==> config.mk <==
export PLATFORM = sky130hd
export DESIGN_NAME = msd_dma_core
export DESIGN_NICKNAME = d
export VERILOG_FILES = /design/src/verilog/msd_pkg.sv /design/src/verilog/msd_fifo.sv /design/src/verilog/msd_arbiter.sv /design/src/verilog/msd_dma_core.sv
export VERILOG_INCLUDE_DIRS = /design/src /design/src/verilog
export SDC_FILE = /design/constraint.sdc
export NUM_CORES = 2
export LEC_CHECK = 0
export BUFFER_PORTS_ARGS = -buffer_cell sky130_fd_sc_hd__buf_2
export CAP_MARGIN = 30
export CORE_MARGIN = 2
export CORE_UTILIZATION = 35
export DETAILED_ROUTE_END_ITERATION = 7
export HOLD_SLACK_MARGIN = 0.02
export SLEW_MARGIN = 30
export SYNTH_ARGS = -nofsm -noshare
export SYNTH_HDL_FRONTEND = slang
export SYNTH_HIERARCHICAL = 1
export SYNTH_SLANG_ARGS = --single-unit
export TNS_END_PERCENT = 50
==> constraint.sdc <==
create_clock -name pclk -period 11.6 [get_ports pclk]
set_input_delay 0.58 -clock pclk [delete_from_list [all_inputs] [get_ports pclk]]
set_output_delay 0.58 -clock pclk [all_outputs]
set_load 0.05 [all_outputs]
==> src/verilog/msd_consts.svh <==
// Offsets, field positions, reset values and counts of the stream engine.
`ifndef MSD_CONSTS_SVH
`define MSD_CONSTS_SVH
`define MSD_NUM_STREAMS 8
`define MSD_NUM_CHANNELS 8
`define MSD_FIFO_DEPTH 32
`define MSD_ITEM_MAX 16'hFFFF
`define MSD_ADDR_STATUS 9'h000
`define MSD_STREAM_BASE 9'h020
`define MSD_STREAM_STRIDE 9'h020
`define MSD_REG_CTRL 3'h0
`define MSD_REG_ITEMS 3'h1
`define MSD_REG_PADDR 3'h2
`define MSD_REG_MADDR0 3'h3
`define MSD_REG_MADDR1 3'h4
`define MSD_CR_EN 0
`define MSD_CR_DIR_LO 6
`define MSD_CR_SIZE_LO 11
`define MSD_CR_PL_LO 16
`define MSD_CR_DBM 18
`define MSD_CR_CT 19
`define MSD_CR_REQUEST_CHANNEL_SELECT_LO 25
`define MSD_CR_MASK 32'h0E0F_18C1
`define MSD_CTRL_RESET 32'h0000_0000
`define MSD_FULL_STRB 4'hF
`endif

==> src/verilog/msd_pkg.sv <==
// Types shared by the stream engine modules.
package msd_pkg;
  typedef enum logic [1:0] {
    MSD_DIR_P2M = 2'h0,
    MSD_DIR_M2P = 2'h1,
    MSD_DIR_M2M = 2'h2,
    MSD_DIR_RSV = 2'h3
  } msd_dir_t;
  typedef enum logic [3:0] {
    MSD_ST_IDLE = 4'h1,
    MSD_ST_READ = 4'h2,
    MSD_ST_PUSH = 4'h4,
    MSD_ST_WRITE = 4'h8
  } msd_state_t;
endpackage

==> src/verilog/msd_fifo.sv <==
// Synchronous FIFO with valid/ready on both sides.
`timescale 1ns/10ps
module msd_fifo #(
  parameter int WIDTH = 32,
  parameter int DEPTH = 32
) (
  input wire logic pclk, // System clock.
  input wire logic presetn, // Asynchronous reset, active low.
  input wire logic in_valid, // Write side offers a word.
  output logic in_ready, // FIFO has room.
  input wire logic [WIDTH-1:0] in_data, // Word to store.
  output logic out_valid, // FIFO holds a word.
  input wire logic out_ready, // Read side takes the word.
  output logic [WIDTH-1:0] out_data // Oldest word.
);
  localparam int AW = $clog2(DEPTH);
  logic [WIDTH-1:0] mem [DEPTH];
  logic [AW-1:0] wr_ptr_ff;
  logic [AW-1:0] rd_ptr_ff;
  logic [AW:0] count_ff;
  logic push;
  logic pop;

  assign in_ready = (count_ff != (AW+1)'(DEPTH));
  assign out_valid = (count_ff != '0);
  assign out_data = mem[rd_ptr_ff];
  assign push = in_valid && in_ready;
  assign pop = out_valid && out_ready;

  always_ff @(posedge pclk) begin
    if (push) begin
      mem[wr_ptr_ff] <= in_data;
    end
  end

  always_ff @(posedge pclk or negedge presetn) begin
    if (!presetn) begin
      wr_ptr_ff <= '0;
      rd_ptr_ff <= '0;
      count_ff <= '0;
    end else begin
      if (push) begin
        wr_ptr_ff <= (wr_ptr_ff == AW'(DEPTH - 1)) ? '0 : wr_ptr_ff + 1'b1;
      end
      if (pop) begin
        rd_ptr_ff <= (rd_ptr_ff == AW'(DEPTH - 1)) ? '0 : rd_ptr_ff + 1'b1;
      end
      count_ff <= count_ff + (AW+1)'(push) - (AW+1)'(pop);
    end
  end
endmodule

==> src/verilog/msd_arbiter.sv <==
// Fixed two-stage arbiter: software level first, then lowest stream index.
`timescale 1ns/10ps
module msd_arbiter #(
  parameter int N = 8
) (
  input wire logic [N-1:0] req, // Stream requests for this port.
  input wire logic [2*N-1:0] level, // Two-bit priority per stream, 3 is highest.
  output logic win_valid, // Some stream requests.
  output logic [$clog2(N)-1:0] win_idx // Winning stream.
);
  localparam int IW = $clog2(N);
  logic [1:0] best;

  always_comb begin
    win_valid = 1'b0;
    win_idx = '0;
    best = 2'h0;
    // Scanning downward with >= lets the lower index win a tie.
    for (int i = N - 1; i >= 0; i--) begin
      if (req[i] && (!win_valid || level[2*i +: 2] >= best)) begin
        win_valid = 1'b1;
        win_idx = IW'(i);
        best = level[2*i +: 2];
      end
    end
  end
endmodule

==> src/verilog/msd_dma_core.sv <==
// Eight-stream transfer engine with APB programming port and two master ports.
//
// Contract
// - Moves peripheral-memory, memory-peripheral, memory-memory.
// - Memory and peripheral masters; peripheral reaches memory.
// - Programming port accepts full 32-bit words only.
// - Software sets item count and item width.
// - Read source, write destination, decrement count.
// - Serve by priority, acknowledge on peripheral access.
// - Acknowledge falls only after request falls.
// - Three-bit select picks one of eight channels.
// - Channel-to-peripheral wiring fixed at integration.
// - Per-port arbiter picks stream, starts access.
// - Four software levels, higher preferred.
// - Equal levels: lowest stream index wins.
// - Each stream moves data one way only.
// - Optional double buffer with two memory pointers.
// - Item count up to 65535, decremented.
// - Memory-to-memory only on second controller instance.
// - Direction field 00, 01, 10; 11 reserved.
//
// Added by the designer: the register offsets and register access over APB.
`timescale 1ns/10ps
`include "msd_consts.svh"
module msd_dma_core
  import msd_pkg::*;
#(
  parameter bit SECOND_CONTROLLER = 1'b1,
  parameter logic [63:0] CHANNEL_CONNECTED = 64'hFFFF_FFFF_FFFF_FFFF,
  parameter int FIFO_DEPTH = `MSD_FIFO_DEPTH
) (
  input wire logic pclk, // System clock, 100 MHz.
  input wire logic presetn, // Asynchronous reset, active low.
  input wire logic psel, // APB select.
  input wire logic penable, // APB access phase.
  input wire logic pwrite, // APB write.
  input wire logic [11:0] paddr, // APB byte address.
  input wire logic [31:0] pwdata, // APB write data.
  input wire logic [3:0] pstrb, // APB write strobes.
  output logic [31:0] prdata, // APB read data.
  output logic pready, // APB ready, always high.
  output logic pslverr, // APB error.
  input wire logic [63:0] periph_req, // Channel requests, stream*8+channel.
  output logic [63:0] periph_ack, // Acknowledge, stream*8+channel.
  output logic mem_req, // Memory port access request.
  output logic mem_write, // Memory port write.
  output logic [31:0] mem_addr, // Memory port address.
  output logic [1:0] mem_size, // Item width: 0 byte, 1 half, 2 word.
  output logic [31:0] mem_wdata, // Memory port write data.
  input wire logic mem_ready, // Memory port access done.
  input wire logic [31:0] mem_rdata, // Memory port read data.
  output logic per_req, // Peripheral port access request.
  output logic per_write, // Peripheral port write.
  output logic [31:0] per_addr, // Peripheral port address.
  output logic [1:0] per_size, // Item width.
  output logic [31:0] per_wdata, // Peripheral port write data.
  input wire logic per_ready, // Peripheral port access done.
  input wire logic [31:0] per_rdata // Peripheral port read data.
);
  localparam int NS = `MSD_NUM_STREAMS;
  localparam int NC = `MSD_NUM_CHANNELS;

  logic [31:0] ctrl_ff [NS];
  logic [15:0] items_ff [NS];
  logic [15:0] reload_ff [NS];
  logic [31:0] paddr_ff [NS];
  logic [31:0] maddr0_ff [NS];
  logic [31:0] maddr1_ff [NS];
  logic [NS-1:0] ack_ff;
  msd_state_t state_ff;
  logic [2:0] cur_ff;
  logic src_per_ff;
  logic last_per_ff;
  logic [31:0] data_ff;

  function automatic msd_dir_t dir_of(input logic [31:0] cr);
    return msd_dir_t'(cr[`MSD_CR_DIR_LO +: 2]);
  endfunction

  function automatic logic [31:0] mem_ptr(input int s);
    return ctrl_ff[s][`MSD_CR_CT] ? maddr1_ff[s] : maddr0_ff[s];
  endfunction

  // APB decode: stream index and register slot.
  logic wr_en;
  logic acc;
  logic hit_stream;
  logic [3:0] blk;
  logic [2:0] sid;
  logic [2:0] slot;
  logic bad;
  assign acc = psel && penable;
  assign blk = paddr[8:5];
  assign sid = 3'(blk - 4'h1);
  assign slot = paddr[4:2];
  assign hit_stream = (paddr[11:9] == 3'h0) && (blk != 4'h0) && (slot <= `MSD_REG_MADDR1)
                      && (paddr[1:0] == 2'h0) && (blk <= 4'(NS));
  always_comb begin
    bad = 1'b0;
    if (paddr[1:0] != 2'h0) begin
      bad = 1'b1;
    end else if (pwrite && pstrb != `MSD_FULL_STRB) begin
      bad = 1'b1;
    end else if (!hit_stream && paddr[11:0] != {3'h0, `MSD_ADDR_STATUS}) begin
      bad = 1'b1;
    end else if (!hit_stream && pwrite) begin
      bad = 1'b1;
    end
  end
  assign pready = 1'b1;
  assign pslverr = acc && bad;
  assign wr_en = acc && pwrite && !bad && hit_stream;

  always_ff @(posedge pclk or negedge presetn) begin
    if (!presetn) begin
      prdata <= 32'h0000_0000;
    end else if (psel && !penable && !pwrite) begin
      prdata <= 32'h0000_0000;
      if (hit_stream && slot == `MSD_REG_CTRL) begin
        prdata <= ctrl_ff[sid];
      end else if (hit_stream && slot == `MSD_REG_ITEMS) begin
        prdata <= {16'h0000, items_ff[sid]};
      end else if (hit_stream && slot == `MSD_REG_PADDR) begin
        prdata <= paddr_ff[sid];
      end else if (hit_stream && slot == `MSD_REG_MADDR0) begin
        prdata <= maddr0_ff[sid];
      end else if (hit_stream && slot == `MSD_REG_MADDR1) begin
        prdata <= maddr1_ff[sid];
      end else if (paddr[11:0] == {3'h0, `MSD_ADDR_STATUS}) begin
        prdata <= {16'h0000, ack_ff, 1'b0, cur_ff, state_ff};
      end
    end
  end

  // Selected channel request per stream.
  logic [NS-1:0] sel_req;
  logic [NS-1:0] per_need;
  logic [NS-1:0] mem_need;
  logic [2*NS-1:0] levels;
  logic per_win_v;
  logic mem_win_v;
  logic [2:0] per_win;
  logic [2:0] mem_win;
  logic [NS-1:0] live;
  always_comb begin
    for (int s = 0; s < NS; s++) begin
      sel_req[s] = periph_req[s*NC + ctrl_ff[s][`MSD_CR_REQUEST_CHANNEL_SELECT_LO +: 3]]
                   && CHANNEL_CONNECTED[s*NC + ctrl_ff[s][`MSD_CR_REQUEST_CHANNEL_SELECT_LO +: 3]];
      live[s] = ctrl_ff[s][`MSD_CR_EN] && items_ff[s] != 16'h0000
                && !(state_ff != MSD_ST_IDLE && cur_ff == 3'(s));
      // no new service while acknowledge held
      per_need[s] = live[s] && ((dir_of(ctrl_ff[s]) == MSD_DIR_P2M && sel_req[s] && !ack_ff[s])
                    || (dir_of(ctrl_ff[s]) == MSD_DIR_M2M && SECOND_CONTROLLER));
      mem_need[s] = live[s] && dir_of(ctrl_ff[s]) == MSD_DIR_M2P && sel_req[s] && !ack_ff[s];
      levels[2*s +: 2] = ctrl_ff[s][`MSD_CR_PL_LO +: 2];
    end
  end

  msd_arbiter #(.N(NS)) u_per_arb (
    .req(per_need),
    .level(levels),
    .win_valid(per_win_v),
    .win_idx(per_win)
  );
  msd_arbiter #(.N(NS)) u_mem_arb (
    .req(mem_need),
    .level(levels),
    .win_valid(mem_win_v),
    .win_idx(mem_win)
  );

  // Data FIFO between the read and write halves of a transfer.
  logic fifo_in_ready;
  logic fifo_out_valid;
  logic [31:0] fifo_out_data;
  logic dst_per;
  logic dst_ready;
  logic wr_done;
  logic rd_done;
  assign dst_per = (dir_of(ctrl_ff[cur_ff]) == MSD_DIR_M2P);
  assign dst_ready = dst_per ? per_ready : mem_ready;
  assign wr_done = state_ff == MSD_ST_WRITE && fifo_out_valid && dst_ready;
  assign rd_done = state_ff == MSD_ST_READ && (src_per_ff ? per_ready : mem_ready);

  msd_fifo #(.WIDTH(32), .DEPTH(FIFO_DEPTH)) u_fifo (
    .pclk(pclk),
    .presetn(presetn),
    .in_valid(state_ff == MSD_ST_PUSH),
    .in_ready(fifo_in_ready),
    .in_data(data_ff),
    .out_valid(fifo_out_valid),
    .out_ready(wr_done),
    .out_data(fifo_out_data)
  );

  // Sequencer; ports alternate when both have a winner so neither starves.
  always_ff @(posedge pclk or negedge presetn) begin
    if (!presetn) begin
      state_ff <= MSD_ST_IDLE;
      cur_ff <= 3'h0;
      src_per_ff <= 1'b0;
      last_per_ff <= 1'b0;
      data_ff <= 32'h0000_0000;
    end else begin
      case (state_ff)
        MSD_ST_IDLE: begin
          if (per_win_v && (!mem_win_v || !last_per_ff)) begin
            cur_ff <= per_win;
            src_per_ff <= 1'b1;
            last_per_ff <= 1'b1;
            state_ff <= MSD_ST_READ;
          end else if (mem_win_v) begin
            cur_ff <= mem_win;
            src_per_ff <= 1'b0;
            last_per_ff <= 1'b0;
            state_ff <= MSD_ST_READ;
          end
        end
        MSD_ST_READ: begin
          if (rd_done) begin
            data_ff <= src_per_ff ? per_rdata : mem_rdata;
            state_ff <= MSD_ST_PUSH;
          end
        end
        MSD_ST_PUSH: begin
          if (fifo_in_ready) begin
            state_ff <= MSD_ST_WRITE;
          end
        end
        MSD_ST_WRITE: begin
          if (wr_done) begin
            state_ff <= MSD_ST_IDLE;
          end
        end
        default: begin
          state_ff <= MSD_ST_IDLE;
        end
      endcase
    end
  end

  // source on read, destination on write
  // peripheral port reads memory in memory-to-memory
  always_comb begin
    mem_req = 1'b0;
    mem_write = 1'b0;
    mem_addr = mem_ptr(int'(cur_ff));
    mem_wdata = fifo_out_data;
    per_req = 1'b0;
    per_write = 1'b0;
    per_addr = paddr_ff[cur_ff];
    per_wdata = fifo_out_data;
    if (state_ff == MSD_ST_READ) begin
      per_req = src_per_ff;
      mem_req = !src_per_ff;
    end else if (state_ff == MSD_ST_WRITE && fifo_out_valid) begin
      per_req = dst_per;
      per_write = dst_per;
      mem_req = !dst_per;
      mem_write = !dst_per;
    end
  end
  assign mem_size = ctrl_ff[cur_ff][`MSD_CR_SIZE_LO +: 2];
  assign per_size = ctrl_ff[cur_ff][`MSD_CR_SIZE_LO +: 2];

  // Acknowledge: raised at the peripheral access, dropped once request is gone.
  logic per_access;
  assign per_access = (rd_done && src_per_ff && dir_of(ctrl_ff[cur_ff]) == MSD_DIR_P2M)
                      || (wr_done && dst_per);
  always_ff @(posedge pclk or negedge presetn) begin
    if (!presetn) begin
      ack_ff <= '0;
    end else begin
      for (int s = 0; s < NS; s++) begin
        if (per_access && cur_ff == 3'(s)) begin
          ack_ff[s] <= 1'b1;
        end else if (ack_ff[s] && !sel_req[s]) begin
          ack_ff[s] <= 1'b0;
        end
      end
    end
  end
  always_comb begin
    periph_ack = '0;
    for (int s = 0; s < NS; s++) begin
      periph_ack[s*NC + ctrl_ff[s][`MSD_CR_REQUEST_CHANNEL_SELECT_LO +: 3]] = ack_ff[s];
    end
  end

  // Stream registers; hardware completion beats a same-cycle software write
  // only for the count, so a fresh enable from software is never lost.
  always_ff @(posedge pclk or negedge presetn) begin
    if (!presetn) begin
      for (int s = 0; s < NS; s++) begin
        ctrl_ff[s] <= `MSD_CTRL_RESET;
        items_ff[s] <= 16'h0000;
        reload_ff[s] <= 16'h0000;
        paddr_ff[s] <= 32'h0000_0000;
        maddr0_ff[s] <= 32'h0000_0000;
        maddr1_ff[s] <= 32'h0000_0000;
      end
    end else begin
      if (wr_done) begin
        // swap buffer and reload at end
        if (items_ff[cur_ff] == 16'h0001 && ctrl_ff[cur_ff][`MSD_CR_DBM]) begin
          items_ff[cur_ff] <= reload_ff[cur_ff];
          ctrl_ff[cur_ff][`MSD_CR_CT] <= !ctrl_ff[cur_ff][`MSD_CR_CT];
        end else begin
          items_ff[cur_ff] <= items_ff[cur_ff] - 16'h0001;
          if (items_ff[cur_ff] == 16'h0001) begin
            ctrl_ff[cur_ff][`MSD_CR_EN] <= 1'b0;
          end
        end
      end
      if (wr_en) begin
        if (slot == `MSD_REG_CTRL) begin
          ctrl_ff[sid] <= pwdata & `MSD_CR_MASK;
        end else if (slot == `MSD_REG_ITEMS && !(wr_done && cur_ff == sid)) begin
          items_ff[sid] <= pwdata[15:0];
          reload_ff[sid] <= pwdata[15:0];
        end else if (slot == `MSD_REG_PADDR) begin
          paddr_ff[sid] <= pwdata;
        end else if (slot == `MSD_REG_MADDR0) begin
          maddr0_ff[sid] <= pwdata;
        end else if (slot == `MSD_REG_MADDR1) begin
          maddr1_ff[sid] <= pwdata;
        end
      end
    end
  end
endmodule

==> out/results.md <==
- 170 nW/um^2 — Power Density
- 239 — number of clock buffers inserted by TritonCTS
- state_ff[1]$_DFFE_PN0P_ — r2r startpoint
- 10740 ps — minimum period implied by the final worst setup slack
- 311000 sq um — full die area
- 12360 ps — required time of the critical path
- 23.6% — relative max-transition margin
- flop — capturing element type of the critical path
- 5.53% — global routing usage on met3
- 20900 uW — post-route total power
- 0 ps — total negative slack
- yes — CTS tree
- 558 microns — Die H
- 70 ps — clock-pin slew on the worst setup and hold paths
- 92.6% — post-route clock period utilization
- 245 mm — Post-DP HPWL
- 0 — residual antenna-violating net count after detailed routing
- cur_ff[2]$_DFFE_PN0P_ — endpoint of the most critical register-to-register path
- 660 ps — slowest cell delay on critical path
- 558 microns — Chip Width
- 57.0% — part of the Yosys area used for sequential elements
- 28400 — filler cell count in the final layout
- 29.2% — proportion of layout cells with a drive suffix above 1
- 4 — H-tree depth
- 33 — antenna violations before repair
- 1140 ps — Worst Tran Pin Value
- clkbuf_16 — Clk Tree Root Cell
- 860 ps — FF-to-FF setup slack
- 7 — worst-path maximum fanout
- per_rdata[11] — critical hold path startpoint
- 0 — max-cap viol count
- 11500 ps — critical path arrival
- 12700 — final cell count without fillers
- 0 — final hold violation count
- 0.979 — weighted congestion reported at the end of routability-driven placement
- 5.94 — routed via count divided by cell count
- edfxtp_1, dfrtp_1, mux2_2 — cell types with the largest area share after synthesis
- reg2reg — type of the worst setup path
- 13.2 sq um — Syn Area/Cell
- 24.8% — total global routing track utilization
- 95.8 ps — Layout Skew
- 0.0931 GHz — Fmax
- 415 — count of port buffers added during placement
- 560 mm — first-pass GRT wire length
- 0 — aggregate global routing overflow
- data_ff[11]$_DFFE_PN0P_ — Hold Crit Endpoint
- 107000 sq um — Mapped Area
- 48 — cell count of the worst reg-to-reg path
- 8347 — Post-Synthesis Net Count
- 235 uV — Max IR drop VDD
- 74800 — number of global-route vias before repair
- 35.1% — starting density of the core
- 2240 — # clock sinks
- 3 — WHS Path Cells
- 0 — Final setup viols
- 203 — # rows
- 28.7% — proportion of netlist area held by the largest area contributor
- met2 — Top Usage Layer GRT
- 8617 — final-stage net count
- no — setup repair after global routing missed its margin
- 0 — pins over their slew limit
- 8118 — gate count of the mapped netlist
- 0 — number of buffers inserted by post-CTS setup repair
- 395 mm — total detailed-routing wirelength
- edfxtp_1 — post-synth top area cell
- dfrtp_1 — most common cell after layout, fill and taps aside
- flop — CP Launch Type
- 2240 — Synth Register Bits
- 0 — number of remaining DRC errors
- complete, no violations — run status
- 6 — Synth warnings
- 1024 — number of flops mapped to enable cells by yosys
- 4 — maximum buffer depth of the clock tree
- 75400 — total vias in the final route
- 8 — first-pass iteration count of the detailed router
- ha_1 — cell repeated most along the worst path
- 305000 sq um — core area
- 39.2% — routing usage on met2
- 417 — I/O pins
- 173 — largest net degree at the start of global routing
- 0.0498 uW — P_leak
- 31.1 microns — final routed wire length divided by cell count
- 32.2% — global-route track usage on met1
- 123 — library cells used by synthesis
- in2reg — worst hold path type
- 12200 — Placed Instances
- 54.3% — fraction of registers with async set/reset
- dfrtp_1 — predominant post-synthesis flop cell
- 8060 — Detailed Route Iter0 Violations
- 14.5% — Syn-to-layout area delta
- nor4b_2 — Crit-path slowest cell
- 930 ps — insertion delay of the later-clocked pin in the worst-skew pair
- dfrtp_1, nand2_1, edfxtp_1 — most frequent cells in the layout
## critical path, delay by kind of cell (launching register included)
kind	cells	cell delay [ps]
compound gates	16	3290
fa+ha+maj	7	1820
buf+inv	4	450
flops	1	460
mux	4	930
simple gates	17	3650
## cells by family after synthesis
family                     count (synthesis)  synth area share, %
DFF                                     2240                 57.0
and+or+nand+nor                         1970                 8.32
muxes                                   1911                 23.0
AOI/OAI and AO/OA                       1180                 7.71
buffers and inverters                    754                 3.25
adders and majority gates                 46                0.544
xor gates and xnor gates                  16                0.131
other                                      1              0.00350
## power breakdown
| group | internal (uW) | switching (uW) |
|---|---|---|
| Clock | 4550 | 3290 |
| Sequential | 8980 | 617 |
| Combinational | 1110 | 2330 |
| Total | 14600 | 6240 |
## sequential cells by signal, indices dropped and copies added, names as in the netlist, 3 cells and up
| name | count |
|---|---|
| maddr0_ff | 256 |
| data_ff | 32 |
| items_ff | 128 |
| u_fifo/mem | 1024 |
| reload_ff | 128 |
| state_ff | 4 |
| u_fifo/count_ff | 6 |
| ack_ff | 8 |
| prdata | 32 |
| u_fifo/wr_ptr_ff | 5 |
| u_fifo/rd_ptr_ff | 5 |
| paddr_ff | 256 |
| ctrl_ff | 96 |
| maddr1_ff | 256 |
| cur_ff | 3 |
## synthesized netlist by cell type (all sizes together) (49+ instances only)
cell,number
a21oi,228
a221oi,49
a22oi,286
a31oi,67
buf,324
clkbuf,351
dfrtp,1215
edfxtp,1024
inv,79
mux2,879
mux2i,676
mux4,356
nand2,1055
nand2b,49
nand3,122
nand4,81
nor2,347
nor3,92
nor4,52
o211ai,75
o21ai,147
o22ai,74
## through the flow
stage               utilization (%)  cell area [sq um]  setup WS, ps  hold WS (ps)
finish                         40.2             123000           861          73.9
global route                   40.2             123000          58.2          61.2
CTS                            40.1             123000           603          24.6
detailed placement             37.4             114000           579           456
global placement               37.3             114000           379           445
floorplan                         -             107000          1210           284
## cell type report
class / count / area, sq um / area share, %
Antenna cell: 17 / 42.5 / 0.0346
Clock buffer: 327 / 6720 / 5.48
Clock inverter: 107 / 1200 / 0.976
Inverter: 79 / 308 / 0.251
Multi-Input combinational cell: 5124 / 43400 / 35.4
Sequential cell: 2240 / 61200 / 49.9
Tap cell: 4100 / 5130 / 4.18
Timing Repair Buffer: 704 / 4750 / 3.87
## worst max path at each step
stage	startpoint	end	slack, ps	cells past startpoint
after floorplan	cur_ff[0]$_DFFE_PN0P_	cur_ff[0]$_DFFE_PN0P_	1210	56
after global placement	periph_req[59]	cur_ff[2]$_DFFE_PN0P_	380	50
after detailed placement	periph_req[57]	cur_ff[2]$_DFFE_PN0P_	580	50
after CTS	ctrl_ff[25]$_DFFE_PN0P_	cur_ff[2]$_DFFE_PN0P_	600	49
after global routing	ctrl_ff[25]$_DFFE_PN0P_	cur_ff[2]$_DFFE_PN0P_	60	48
final	state_ff[1]$_DFFE_PN0P_	cur_ff[2]$_DFFE_PN0P_	860	48
## layer usage
metal,part of all wire [%],vias to the layer above
li1,-,31300
met1,40,39400
met2,46,3785
met3,8.6,928
met4,5.5,32
met5,0.063,-
## timing repair
action                                  CTS  global route
hold endpoints to repair                158             0
hold buffers                             41             0
gates resized for setup                   0             3
endpoints found under the setup margin    0             3
No activity file was read; power rests on OpenSTA's default activity.
